## config.mk

```make
export PLATFORM = sky130hd
export DESIGN_NAME = lmu_top
export DESIGN_NICKNAME = d
export VERILOG_FILES = /design/src/design/lmu_pkg.sv /design/src/design/lmu_pp_if.sv /design/src/design/lmu_top.sv /design/src/design/lmu_digit_mul.sv /design/src/design/lmu_flag_gen.sv
export VERILOG_INCLUDE_DIRS = /design/src /design/src/design
export SDC_FILE = /design/constraint.sdc
export NUM_CORES = 2
export LEC_CHECK = 0
export BUFFER_PORTS_ARGS = -buffer_cell sky130_fd_sc_hd__buf_2
export CORE_ASPECT_RATIO = 0.7
export CORE_MARGIN = 8
export CORE_UTILIZATION = 52
export CTS_CLUSTER_SIZE = 20
export DETAILED_ROUTE_END_ITERATION = 8
export PLACE_DENSITY_LB_ADDON = 0.25
export SYNTH_ARGS = -nofsm -noshare
export SYNTH_HDL_FRONTEND = slang
export SYNTH_SLANG_ARGS = --single-unit
```

## constraint.sdc

```tcl
create_clock -name i_ref_clk -period 11.7 [get_ports i_ref_clk]
set_input_delay 2.34 -clock i_ref_clk [delete_from_list [all_inputs] [get_ports i_ref_clk]]
set_output_delay 2.34 -clock i_ref_clk [all_outputs]
set_load 0.05 [all_outputs]
```

## src/design/lmu_consts.svh

```systemverilog
// Constants of the long multiply unit: offsets, fields, resets, cycle counts.
// Assumes inclusion by bare name from each design file that needs them.
//
// Contract
// - An instruction whose condition fails changes no result and no flag.
// - The plain form writes the low product half to the low result and the high half to the high result.
// - The accumulate forms add the 64-bit addend from the result pair to the product and write the sum back.
// - The unsigned forms treat every operand, addend included, as unsigned and give an unsigned result.
// - The signed forms treat every operand as two's complement and give a signed 64-bit result.
// - Flags in the status word change only when the flag-update bit is set.
// - On a flag update the negative flag equals bit 63 of the result.
// - On a flag update the zero flag is set exactly when all 64 result bits are zero.
// - On a flag update carry and overflow take a value nobody may rely on.
// - An operation takes 7 cycles less an early termination of 0 to 3, so 4 to 7.
`ifndef LMU_CONSTS_SVH
`define LMU_CONSTS_SVH

`define LMU_WORD_W 32
`define LMU_PROD_W 64
`define LMU_DIGIT_W 8
`define LMU_DIGITS 4
`define LMU_BASIC_CYCLES 7
`define LMU_EARLY_MAX 3
`define LMU_MIN_CYCLES (`LMU_BASIC_CYCLES - `LMU_EARLY_MAX)

`define LMU_CTRL_OFS 4'h0
`define LMU_STAT_OFS 4'h4
`define LMU_CTRL_ET_BIT 0
`define LMU_CTRL_ET_RESET 1'b1
`define LMU_STAT_CNT_LSB 0
`define LMU_STAT_CNT_W 3
`define LMU_STAT_BUSY_BIT 8

`endif

```

## src/design/lmu_pkg.sv

```systemverilog
// Types shared by the long multiply unit.
// Assumes nothing beyond a SystemVerilog compiler.
package lmu_pkg;

    typedef enum logic [2:0] {
        st_idle,
        st_load,
        st_iter,
        st_acc,
        st_wb
    } lmu_state_t;

endpackage

```

## src/design/lmu_pp_if.sv

```systemverilog
// Carrier between the sequencer and the partial product multiplier.
// Assumes one digit step per clock, purely combinational answer.
`timescale 1ns/1ns
`default_nettype none
interface lmu_pp_if;
    logic signed [32:0] mcand;
    logic signed [8:0] digit;
    logic [1:0] pos;
    logic [63:0] pp;

    modport src (output mcand, output digit, output pos, input pp);
    modport calc (input mcand, input digit, input pos, output pp);
endinterface
`default_nettype wire

```

## src/design/lmu_top.sv

```systemverilog
// Long multiply unit: sequencer, accumulate, flags and control registers.
// Assumes decoder, register file and register bus on i_ref_clk.
//
// Chosen here: the register addresses and the address-and-strobe port.
`timescale 1ns/1ns
`default_nettype none
`include "lmu_consts.svh"
module lmu_top #(
    parameter int ADDR_W = 4
) (
    // clock and reset
    input wire logic i_ref_clk,
    input wire logic i_rst,
    // decoder
    input wire logic i_issue,
    input wire logic i_cond_pass,
    input wire logic i_signed,
    input wire logic i_accumulate,
    input wire logic i_set_flags,
    // operands from the register file
    input wire logic [31:0] i_multiplicand,
    input wire logic [31:0] i_multiplier,
    input wire logic [31:0] i_addend_lo,
    input wire logic [31:0] i_addend_hi,
    // register port
    input wire logic [ADDR_W-1:0] i_reg_addr,
    input wire logic [31:0] i_reg_wdata,
    input wire logic i_reg_wr,
    input wire logic i_reg_rd,
    output logic [31:0] o_reg_rdata,
    // results
    output logic o_busy,
    output logic o_result_we,
    output logic [31:0] o_result_lo,
    output logic [31:0] o_result_hi,
    output logic o_flags_we,
    output logic o_flag_n,
    output logic o_flag_z,
    output logic o_flag_c,
    output logic o_flag_v
);
    // -----------------------------------------------------------------
    // elaboration check
    // -----------------------------------------------------------------
    if (ADDR_W < 3) begin : g_bad_addr
        $error("lmu_top: ADDR_W too small for the register map");
    end

    // -----------------------------------------------------------------
    // sequencer state
    // -----------------------------------------------------------------
    lmu_pkg::lmu_state_t state_r, state_nxt;
    logic signed [32:0] mcand_r, mcand_nxt;
    logic [31:0] mplr_r, mplr_nxt;
    logic [63:0] addend_r, addend_nxt;
    logic [63:0] prod_r, prod_nxt;
    logic [1:0] idx_r, idx_nxt;
    logic [1:0] fix_pos_r, fix_pos_nxt;
    logic neg_fix_r, neg_fix_nxt;
    logic signed_r, signed_nxt;
    logic acc_r, acc_nxt;
    logic setf_r, setf_nxt;
    logic [2:0] cnt_r, cnt_nxt;
    logic [2:0] last_cnt_r, last_cnt_nxt;
    logic [31:0] res_lo_r, res_lo_nxt;
    logic [31:0] res_hi_r, res_hi_nxt;
    logic flag_n_r, flag_n_nxt;
    logic flag_z_r, flag_z_nxt;
    logic ctrl_et_r, ctrl_et_nxt;
    logic [31:0] rdata_r, rdata_nxt;

    logic take;
    logic [2:0] idx_p1;
    logic [5:0] rem_sh;
    logic rem_zero;
    logic rem_ones;
    logic [63:0] fix_val;
    logic [63:0] sum;
    logic sum_neg;
    logic sum_zero;

    lmu_pp_if pp_if ();

    lmu_digit_mul u_digit (
        .pp_if (pp_if.calc)
    );

    lmu_flag_gen u_flags (
        .i_result (sum),
        .o_neg (sum_neg),
        .o_zero (sum_zero)
    );

    // condition already resolved by the decoder; a failed one is dropped
    assign take = i_issue && i_cond_pass && (state_r == lmu_pkg::st_idle);

    // -----------------------------------------------------------------
    // digit step and early termination
    // -----------------------------------------------------------------
    // the top digit of a signed multiplier carries the sign weight
    assign pp_if.mcand = mcand_r;
    assign pp_if.digit = {signed_r && (idx_r == 2'h3) &&
        mplr_r[{idx_r, 3'h7}], mplr_r[{idx_r, 3'h0} +: 8]};
    assign pp_if.pos = idx_r;

    assign idx_p1 = {1'b0, idx_r} + 3'h1;
    assign rem_sh = {idx_p1, 3'h0};
    assign rem_zero = ((mplr_r >> rem_sh) == 32'h0);
    assign rem_ones = (((~mplr_r) >> rem_sh) == 32'h0);

    // all-ones upper bits weigh -1 at their position: take mcand off once
    assign fix_val = neg_fix_r ? (64'(mcand_r) << {fix_pos_r, 3'h0})
                               : 64'h0;
    assign sum = prod_r + (acc_r ? addend_r : 64'h0) - fix_val;

    always_comb begin
        state_nxt = state_r;
        mcand_nxt = mcand_r;
        mplr_nxt = mplr_r;
        addend_nxt = addend_r;
        prod_nxt = prod_r;
        idx_nxt = idx_r;
        fix_pos_nxt = fix_pos_r;
        neg_fix_nxt = neg_fix_r;
        signed_nxt = signed_r;
        acc_nxt = acc_r;
        setf_nxt = setf_r;
        cnt_nxt = cnt_r;
        last_cnt_nxt = last_cnt_r;
        res_lo_nxt = res_lo_r;
        res_hi_nxt = res_hi_r;
        flag_n_nxt = flag_n_r;
        flag_z_nxt = flag_z_r;
        case (state_r)
            lmu_pkg::st_idle: begin
                if (take) begin
                    // sign of the multiplicand follows the variant
                    mcand_nxt = {i_signed && i_multiplicand[31],
                        i_multiplicand};
                    mplr_nxt = i_multiplier;
                    // addend latched now, so later register writes cannot race
                    addend_nxt = {i_addend_hi, i_addend_lo};
                    signed_nxt = i_signed;
                    acc_nxt = i_accumulate;
                    setf_nxt = i_set_flags;
                    cnt_nxt = 3'h1;
                    state_nxt = lmu_pkg::st_load;
                end
            end
            lmu_pkg::st_load: begin
                prod_nxt = 64'h0;
                idx_nxt = 2'h0;
                neg_fix_nxt = 1'b0;
                fix_pos_nxt = 2'h0;
                cnt_nxt = cnt_r + 3'h1;
                state_nxt = lmu_pkg::st_iter;
            end
            lmu_pkg::st_iter: begin
                prod_nxt = prod_r + pp_if.pp;
                cnt_nxt = cnt_r + 3'h1;
                if (idx_r == 2'h3) begin
                    state_nxt = lmu_pkg::st_acc;
                end else if (ctrl_et_r && rem_zero) begin
                    state_nxt = lmu_pkg::st_acc;
                end else if (ctrl_et_r && signed_r && rem_ones) begin
                    neg_fix_nxt = 1'b1;
                    fix_pos_nxt = idx_p1[1:0];
                    state_nxt = lmu_pkg::st_acc;
                end else begin
                    idx_nxt = idx_r + 2'h1;
                end
            end
            lmu_pkg::st_acc: begin
                res_lo_nxt = sum[31:0];
                res_hi_nxt = sum[63:32];
                if (setf_r) begin
                    flag_n_nxt = sum_neg;
                    flag_z_nxt = sum_zero;
                end
                cnt_nxt = cnt_r + 3'h1;
                state_nxt = lmu_pkg::st_wb;
            end
            lmu_pkg::st_wb: begin
                last_cnt_nxt = cnt_r;
                state_nxt = lmu_pkg::st_idle;
            end
            default: begin
                state_nxt = lmu_pkg::st_idle;
            end
        endcase
    end

    always_ff @(posedge i_ref_clk) begin
        if (i_rst) begin
            state_r <= lmu_pkg::st_idle;
            mcand_r <= 33'h0;
            mplr_r <= 32'h0;
            addend_r <= 64'h0;
            prod_r <= 64'h0;
            idx_r <= 2'h0;
            fix_pos_r <= 2'h0;
            neg_fix_r <= 1'b0;
            signed_r <= 1'b0;
            acc_r <= 1'b0;
            setf_r <= 1'b0;
            cnt_r <= 3'h0;
            last_cnt_r <= 3'h0;
            res_lo_r <= 32'h0;
            res_hi_r <= 32'h0;
            flag_n_r <= 1'b0;
            flag_z_r <= 1'b0;
        end else begin
            state_r <= state_nxt;
            mcand_r <= mcand_nxt;
            mplr_r <= mplr_nxt;
            addend_r <= addend_nxt;
            prod_r <= prod_nxt;
            idx_r <= idx_nxt;
            fix_pos_r <= fix_pos_nxt;
            neg_fix_r <= neg_fix_nxt;
            signed_r <= signed_nxt;
            acc_r <= acc_nxt;
            setf_r <= setf_nxt;
            cnt_r <= cnt_nxt;
            last_cnt_r <= last_cnt_nxt;
            res_lo_r <= res_lo_nxt;
            res_hi_r <= res_hi_nxt;
            flag_n_r <= flag_n_nxt;
            flag_z_r <= flag_z_nxt;
        end
    end

    // -----------------------------------------------------------------
    // register port
    // -----------------------------------------------------------------
    always_comb begin
        ctrl_et_nxt = ctrl_et_r;
        rdata_nxt = 32'h0;
        if (i_reg_wr && (i_reg_addr == ADDR_W'(`LMU_CTRL_OFS))) begin
            ctrl_et_nxt = i_reg_wdata[`LMU_CTRL_ET_BIT];
        end
        if (i_reg_rd) begin
            if (i_reg_addr == ADDR_W'(`LMU_CTRL_OFS)) begin
                rdata_nxt[`LMU_CTRL_ET_BIT] = ctrl_et_r;
            end else if (i_reg_addr == ADDR_W'(`LMU_STAT_OFS)) begin
                rdata_nxt[`LMU_STAT_CNT_LSB +: `LMU_STAT_CNT_W] = last_cnt_r;
                rdata_nxt[`LMU_STAT_BUSY_BIT] = o_busy;
            end
        end
    end

    always_ff @(posedge i_ref_clk) begin
        if (i_rst) begin
            ctrl_et_r <= `LMU_CTRL_ET_RESET;
            rdata_r <= 32'h0;
        end else begin
            ctrl_et_r <= ctrl_et_nxt;
            rdata_r <= rdata_nxt;
        end
    end

    // -----------------------------------------------------------------
    // outputs
    // -----------------------------------------------------------------
    assign o_reg_rdata = rdata_r;
    assign o_busy = (state_r != lmu_pkg::st_idle);
    assign o_result_we = (state_r == lmu_pkg::st_wb);
    assign o_result_lo = res_lo_r;
    assign o_result_hi = res_hi_r;
    assign o_flags_we = (state_r == lmu_pkg::st_wb) && setf_r;
    assign o_flag_n = flag_n_r;
    assign o_flag_z = flag_z_r;
    // meaningless flags driven low so the bench sees no unknowns
    assign o_flag_c = 1'b0;
    assign o_flag_v = 1'b0;

    // -----------------------------------------------------------------
    // checks
    // -----------------------------------------------------------------
    logic [63:0] ref_u;
    logic signed [63:0] ref_s;
    logic [63:0] ref_add;

    assign ref_u = {32'h0, mcand_r[31:0]} * {32'h0, mplr_r};
    assign ref_s = 64'($signed(mcand_r[31:0])) * 64'($signed(mplr_r));
    assign ref_add = acc_r ? addend_r : 64'h0;
endmodule // lmu_top
`default_nettype wire

```

## src/design/lmu_digit_mul.sv

```systemverilog
// Partial product of one signed 9-bit multiplier digit.
// Assumes the sequencer holds mcand, digit and pos stable in the step.
`timescale 1ns/1ns
`default_nettype none
module lmu_digit_mul (
    // operand side
    lmu_pp_if.calc pp_if
);
    logic signed [41:0] raw;
    logic [63:0] ext;

    always_comb begin
        raw = pp_if.mcand * pp_if.digit;
        ext = 64'(raw);
        pp_if.pp = ext << {pp_if.pos, 3'h0};
    end
endmodule // lmu_digit_mul
`default_nettype wire

```

## src/design/lmu_flag_gen.sv

```systemverilog
// Negative and zero flags of a 64-bit result.
// Assumes a combinational caller that registers the outputs.
`timescale 1ns/1ns
`default_nettype none
module lmu_flag_gen (
    // result
    input wire logic [63:0] i_result,
    // flags
    output logic o_neg,
    output logic o_zero
);
    assign o_neg = i_result[63];
    assign o_zero = (i_result == 64'h0);
endmodule // lmu_flag_gen
`default_nettype wire

```

After elaboration in Yosys (flattened, before gate mapping):

Index checks and enable logic that the tools add are counted.
W data, S select, Z words.

* input bits: 173
* output and inout bits: 103
* word-level logic and storage cells: 101
* register bits: 309

* bitwise operators: 3
* equal/unequal tests: 12
* shift-type cells: 5
* mux-type cells: 25
* add/subtract/negate cells: 6
* order comparisons: 1
* reductions and logical operators: 27
* $mul: 1

Operators by type and width (count)
* $add A64 B64 Y64: 2
* $mux W64: 2
* $pmux W64 S2: 1
* $shl A64 B5 Y64: 2
* $logic_not A32 Y1: 2
* $logic_not A64 Y1: 1
* $shr A32 B6 Y32: 2
* $sub A64 B64 Y64: 1
* $mul A33 B9 Y42: 1
* $not A32 Y32: 1
* $shiftx A32 B6 Y8: 1
* $mux W3: 5
* $mux W2: 6
* $pmux W3 S4: 1
* $logic_and A1 B1 Y1: 10
* $ne A2 B2 Y1 const B: 5
* $pmux W2 S2: 2
* $reduce_and A2 Y1: 4
* $reduce_and A4 Y1: 2
* $eq A3 B2 Y1 const B: 2
* $lt A5 B6 Y1 const B: 1
* $pmux W3 S2: 1
* $mux W1: 5
* $eq A4 B3 Y1 const B: 1
* 17 further kinds: 19

Longest topological paths before layout:

* depth in word-level cells: 8
* gate-level depth with buffers: 39
* depth with buffers taken out: 36

Cells and area by module:

From an unflattened synthesis, not the netlist that was laid out.

* cell total of the unflattened synthesis: 4069
* area, all modules: 31936.9 µm²

Modules (own cells, without submodules)
* lmu_top: area an instance 20972.6 µm², cells each 2804, times used 1, seq. area each 5625.4 µm²
* lmu_digit_mul: area an instance 10812.9 µm², cells each 1243, times used 1, seq. area each 0.0 µm²
* lmu_flag_gen: area an instance 151.4 µm², cells each 22, times used 1, seq. area each 0.0 µm²

Worst setup path after synthesis:

Ideal clock, no wire load.

* kind: flip-flop to flip-flop
* start point: reg idx_r[0]
* end point: reg prod_r[63]
* period minus slack after synthesis: 9251 ps
* arrival time: 9169 ps
* stages on the path, launching flop included: 34
* setup time: 82 ps
* setup slack: 2449 ps
* data required time: 11618 ps
* buffers on the path: 3
* cell sequence: dfxtp_1 -> clkbuf_1 -> buf_1 -> mux4_2 -> nand3_1 -> clkbuf_1 -> nor2_1 -> fa_1 -> fa_1 -> fa_1 -> fa_1 -> ha_1 -> ha_1 -> a21o_1 -> a21o_1 -> a221oi_1 -> a2111oi_0 -> o21ai_0 -> o2111ai_1 -> a31o_2 -> a211oi_1 -> nor3_1 -> a2bb2oi_1 -> ha_1 -> nand2_1 -> nor3_1 -> nand2_1 -> or4_1 -> a211oi_1 -> o211ai_1 -> nand3b_1 -> o221ai_1 -> or4_1 -> o2111ai_1

* word-level cells in the longest chain between the ends: 7
* elaborated cells on any way between the ends: 10
* those cells by class: add/sub (1); mul (1); eq/ne (1); shift (2); mux (3); reduce/logical (2)

RTL lines
* start, declared: line lmu_top.sv:57 `logic [1:0] idx_r, idx_nxt;`
* start signal, assigned: line lmu_top.sv:218 `idx_r <= idx_nxt;`
* branches (longest 4 deep; another with $mul A33 B9 Y42)
* $shl A64 B5 Y64 *: line lmu_digit_mul.sv:15 `pp_if.pp = ext << {pp_if.pos, 3'h0};`
* $add A64 B64 Y64 *: line lmu_top.sv:159 `prod_nxt = prod_r + pp_if.pp;`
* $pmux W64 S2 *: line lmu_top.sv:134 `case (state_r)`
* end signal, assigned: line lmu_top.sv:217 `prod_r <= prod_nxt;`
* end, declared: line lmu_top.sv:56 `logic [63:0] prod_r, prod_nxt;`

Mark *: on every way between the ends. The select of a mux whose other input is x is not followed.
A chain may end at the register's enable or synchronous reset.

Final worst setup path:

* start point: reg mplr_r[0]
* end point: reg prod_r[61]

* word-level cells in the longest chain between the ends: 5

RTL lines
* start, declared: line lmu_top.sv:54 `logic [31:0] mplr_r, mplr_nxt;`
* start signal, assigned: line lmu_top.sv:215 `mplr_r <= mplr_nxt;`
* $shiftx A32 B6 Y8: line lmu_top.sv:103 `mplr_r[{idx_r, 3'h7}], mplr_r[{idx_r, 3'h0} +: 8]};`
* $mul A33 B9 Y42: line lmu_digit_mul.sv:13 `raw = pp_if.mcand * pp_if.digit;`
* $shl A64 B5 Y64: line lmu_digit_mul.sv:15
* $add A64 B64 Y64: line lmu_top.sv:159
* $pmux W64 S2: line lmu_top.sv:134

No other way between the ends.

==> impl_summary.log <==
[metrics] total global-route track usage: 0.278
[metrics] initial antenna violation count: 5
[metrics] met3 Usage GRT: 0.0778
[metrics] Unique masters post-synth: 81
[metrics] Reg clk slew, reported paths: 0.06 ns
[metrics] setup repair after global routing missed its margin: false
[metrics] combinational share of power: 0.346
[metrics] final setup violating endpoints: 0
[metrics] largest net degree at the start of global routing: 89
[metrics] count of vias placed by the detailed router: 29400
[metrics] hold violation total from the final report: 0
[metrics] core outline area: 61400 sq um
[metrics] number of cells in the finished layout apart from fillers: 5009
[metrics] VDD IR-drop max: 111 uV
[metrics] ratio of final minimum period to clock period: 0.935
[metrics] root buf cell: sky130_fd_sc_hd__clkbuf_16
[metrics] Layout area overhead: 7.55%
[metrics] Highest Clock Rate: 91.4 MHz
[metrics] post-route DRC violation count: 0
[metrics] type of the most critical hold path: reg2reg
[metrics] per-instance average area after synthesis: 7.82 sq um
[metrics] proportion of register bits with asynchronous set or reset after synthesis: 0
[metrics] number of maximum-capacitance violations: 0
[metrics] via count of the first global-routing pass: 28600
[metrics] Ports: 276
[metrics] wirelength, routed: 99200 microns
[metrics] post-synthesis cell area: 32200 sq um
[metrics] Post-CTS Repair Setup Buffers: 0
[metrics] Pre-antenna DRT Iters: 7
[metrics] most numerous cell on the critical path: sky130_fd_sc_hd__fa_1
[metrics] Max FO, Critical Path: 18
[metrics] most common cell after layout, fill and taps aside: sky130_fd_sc_hd__nand2_1
[metrics] switching power as a share of total power: 0.381
[metrics] std cell rows: 76
[metrics] internal power of the cells: 0.00194 W
[metrics] initial cell density of the core: 0.525
[metrics] TritonCTS clock tree: done
[metrics] power per standard cell area: 90.6 nW/um^2
[metrics] busiest metal layer after global routing: met2
[metrics] actual slew at the worst max-slew pin: 1.05 ns
[metrics] average wire per standard cell: 19.8 microns
[metrics] share of the yosys chip area belonging to registers: 0.175
[metrics] fillcell total: 5894
[metrics] headroom to the max-slew limit: 0.283
[metrics] commonest non-fill, non-tap cells in the layout: sky130_fd_sc_hd__nand2_1 (694), sky130_fd_sc_hd__a21oi_1 (381), sky130_fd_sc_hd__inv_1 (373)
[metrics] number of pins exceeding their max-slew limit in the final report: 0
[metrics] met1 capacity usage during global routing: 0.398
[metrics] die width: 314 microns
[metrics] Post-layout nets: 4865
[metrics] sequential cell fraction of total power: 0.334
[metrics] first-pass GRT wire length: 158000 microns
[metrics] total overflow reported by the global router: 0
[metrics] most instantiated flip-flop cell in the synthesis netlist: sky130_fd_sc_hd__dfxtp_1
[metrics] largest area contributor in the netlist: sky130_fd_sc_hd__fa_1
[metrics] clock latency reported for the late side of the worst-skew pair: 0.62 ns
[metrics] DR vias/cell: 5.88
[metrics] DR iter-0 viols: 3215
[metrics] Placed Cells incl. Taps: 4954
[metrics] Warnings, synthesis: 0
[metrics] arrival time worst endpoint: 11.46 ns
[metrics] number of H-tree branching levels: 1
[metrics] Psw: 0.00120 W
[metrics] height of the die: 224 microns
[metrics] cts-stage hold buffer count: 0
[metrics] die area: 70300 sq um
[metrics] leakage power: 16.9 nW
[metrics] top cells by area, synth: sky130_fd_sc_hd__fa_1 (19%), sky130_fd_sc_hd__dfxtp_1 (17%), sky130_fd_sc_hd__ha_1 (8.6%), sky130_fd_sc_hd__nand2_1 (8.1%), sky130_fd_sc_hd__a21oi_1 (5.9%)
[metrics] post-cts sizing count: 0
[metrics] number of standard cells after synthesis: 4121
[metrics] synthesis-stage register bit count: 281
[metrics] met2 usage in global routing: 0.411
[metrics] proportion of netlist area held by the largest area contributor: 0.188
[metrics] critical path startpoint category: flop
[metrics] maximum buffer depth of the clock tree: 3
[metrics] buffers plus inverters on the worst setup path: 3
[metrics] data required time of the worst path: 12.22 ns
[metrics] Slowest Stage Delay on Critical Path: 0.75 ns
[metrics] Post-DRT Antenna Nets: 0
[metrics] setup_tns: 0 ns
[metrics] category of cells accounting for the largest share of critical-path delay: compound AO/OA/AOI/OAI gates
[metrics] Final Skew: 0.0360 ns
[metrics] outcome: complete, no violations
[metrics] Tmin final: 10.94 ns
[metrics] number of buffers added by the clock tree synthesis step: 30
[metrics] part of the total power dissipated in the clock network: 0.320
[metrics] HPWL reported at the end of detailed placement: 77700 microns
[metrics] count of buffers inserted at the top-level ports: 214
[metrics] layout cell share with drive strength beyond 1: 0.0850
[metrics] Post-synth EDFFs: 0
[metrics] routability congestion estimate from global placement: 0.993
[metrics] standard cell with the maximum stage delay on the critical path: sky130_fd_sc_hd__mux4_2
[metrics] Num Clock Sinks: 281
[metrics] capturing element type of the critical path: flop
[metrics] crit path kind: reg2reg
-- cell usage after synthesis (18+ instances only) --
library cell,n
sky130_fd_sc_hd__o21bai_1,33
sky130_fd_sc_hd__inv_1,373
sky130_fd_sc_hd__nand3_1,62
sky130_fd_sc_hd__a22oi_1,40
sky130_fd_sc_hd__ha_1,222
sky130_fd_sc_hd__nor2_1,252
sky130_fd_sc_hd__mux2i_1,81
sky130_fd_sc_hd__a211oi_1,51
sky130_fd_sc_hd__a31oi_1,28
sky130_fd_sc_hd__o21a_1,21
sky130_fd_sc_hd__fa_1,303
sky130_fd_sc_hd__nor4_1,19
sky130_fd_sc_hd__o21ai_0,133
sky130_fd_sc_hd__and2_1,205
sky130_fd_sc_hd__nor3_1,51
sky130_fd_sc_hd__nand4_1,45
sky130_fd_sc_hd__xnor2_1,89
sky130_fd_sc_hd__xor2_1,49
sky130_fd_sc_hd__o31ai_1,18
sky130_fd_sc_hd__clkbuf_1,220
sky130_fd_sc_hd__and3_1,37
sky130_fd_sc_hd__a21o_1,105
sky130_fd_sc_hd__nand2b_1,18
sky130_fd_sc_hd__buf_4,30
sky130_fd_sc_hd__a21oi_1,381
sky130_fd_sc_hd__nand2_1,694
sky130_fd_sc_hd__dfxtp_1,281
-- power groups by stage --
stage / combinational [W] / sequential (W) / clock, W
after floorplan: 0.000742 / 0.00104 / 0
after global routing: 0.00117 / 0.00105 / 0.00106
final: 0.00109 / 0.00105 / 0.00100
after CTS: 0.00105 / 0.00105 / 0.00103
after global placement: 0.00104 / 0.00107 / 0
after detailed placement: 0.00104 / 0.00107 / 0
-- registers in the layout, indices dropped and copies added (netlist names), 2 cells and up --
name and count:
o_result_lo 32, last_cnt_r 3, o_reg_rdata 4, addend_r 64, idx_r 2, fix_pos_r 2
cnt_r 3, mplr_r 32, prod_r 64, mcand_r 33, o_result_hi 32, state_r 3
-- routing by layer --
metal  routed length (microns)  share of wire  vias to the layer above
met5                        49        0.00049                        -
met2                     41000           0.41                     1225
li1                          -              -                    14000
met4                      2680          0.027                        4
met3                     10400           0.10                      142
met1                     45000           0.45                    14100
-- worst min-delay path, cell delays in order, from the launching register on --
cell and delay, ns:
sky130_fd_sc_hd__dfxtp_1 0.30, sky130_fd_sc_hd__nand2_1 0.05, sky130_fd_sc_hd__a21oi_1 0.05
-- kinds of logic after synthesis --
family | Yosys count | share of synthesized area
compound gates | 968 | 0.190
xor+xnor | 138 | 0.0375
fa+ha+maj | 525 | 0.274
buf+inv | 643 | 0.0788
flops | 281 | 0.175
mux | 97 | 0.0339
other cells | 1 | 0.000116
simple gates | 1468 | 0.210
-- area by class of cell --
cell class | instances | area (sq um) | share of cell area
Multi-Input combinational cell | 3226 | 24200 | 0.698
Inverter | 375 | 1410 | 0.0406
Timing Repair Buffer | 253 | 1370 | 0.0396
Tap cell | 819 | 1020 | 0.0296
Clock inverter | 14 | 201 | 0.00581
Sequential cell | 281 | 5630 | 0.163
Antenna cell | 1 | 2.50 | 0.0000722
Clock buffer | 40 | 818 | 0.0236
-- metrics by stage --
| stage | utilization | total power [W] | worst slack [ns] | hold WS (ns) | cell area (sq um) |
|---|---|---|---|---|---|
| floorplan | - | 0.00178 | 2.45 | 0.416 | 32300 |
| global placement | 0.547 | 0.00211 | 1.26 | 0.436 | 33600 |
| detailed placement | 0.547 | 0.00211 | 1.24 | 0.440 | 33600 |
| CTS | 0.564 | 0.00312 | 1.14 | 0.452 | 34600 |
| global route | 0.564 | 0.00328 | 0.268 | 0.464 | 34600 |
| finish | 0.564 | 0.00314 | 0.763 | 0.449 | 34700 |
-- worst paths after layout --
| path | from | to | slack (ns) | depth (start not counted) |
|---|---|---|---|---|
| max | mplr_r[0]$_SDFFE_PP0P_ | prod_r[61]$_SDFFE_PP0P_ | 0.76 | 31 |
| min | o_result_lo[31]$_SDFFE_PP0P_ | o_result_lo[31]$_SDFFE_PP0P_ | 0.45 | 2 |
| max reg2reg | mplr_r[0]$_SDFFE_PP0P_ | prod_r[61]$_SDFFE_PP0P_ | 0.76 | 31 |
| min reg2reg | o_result_lo[31]$_SDFFE_PP0P_ | o_result_lo[31]$_SDFFE_PP0P_ | 0.45 | 2 |
(Power assumes the default switching activity.)
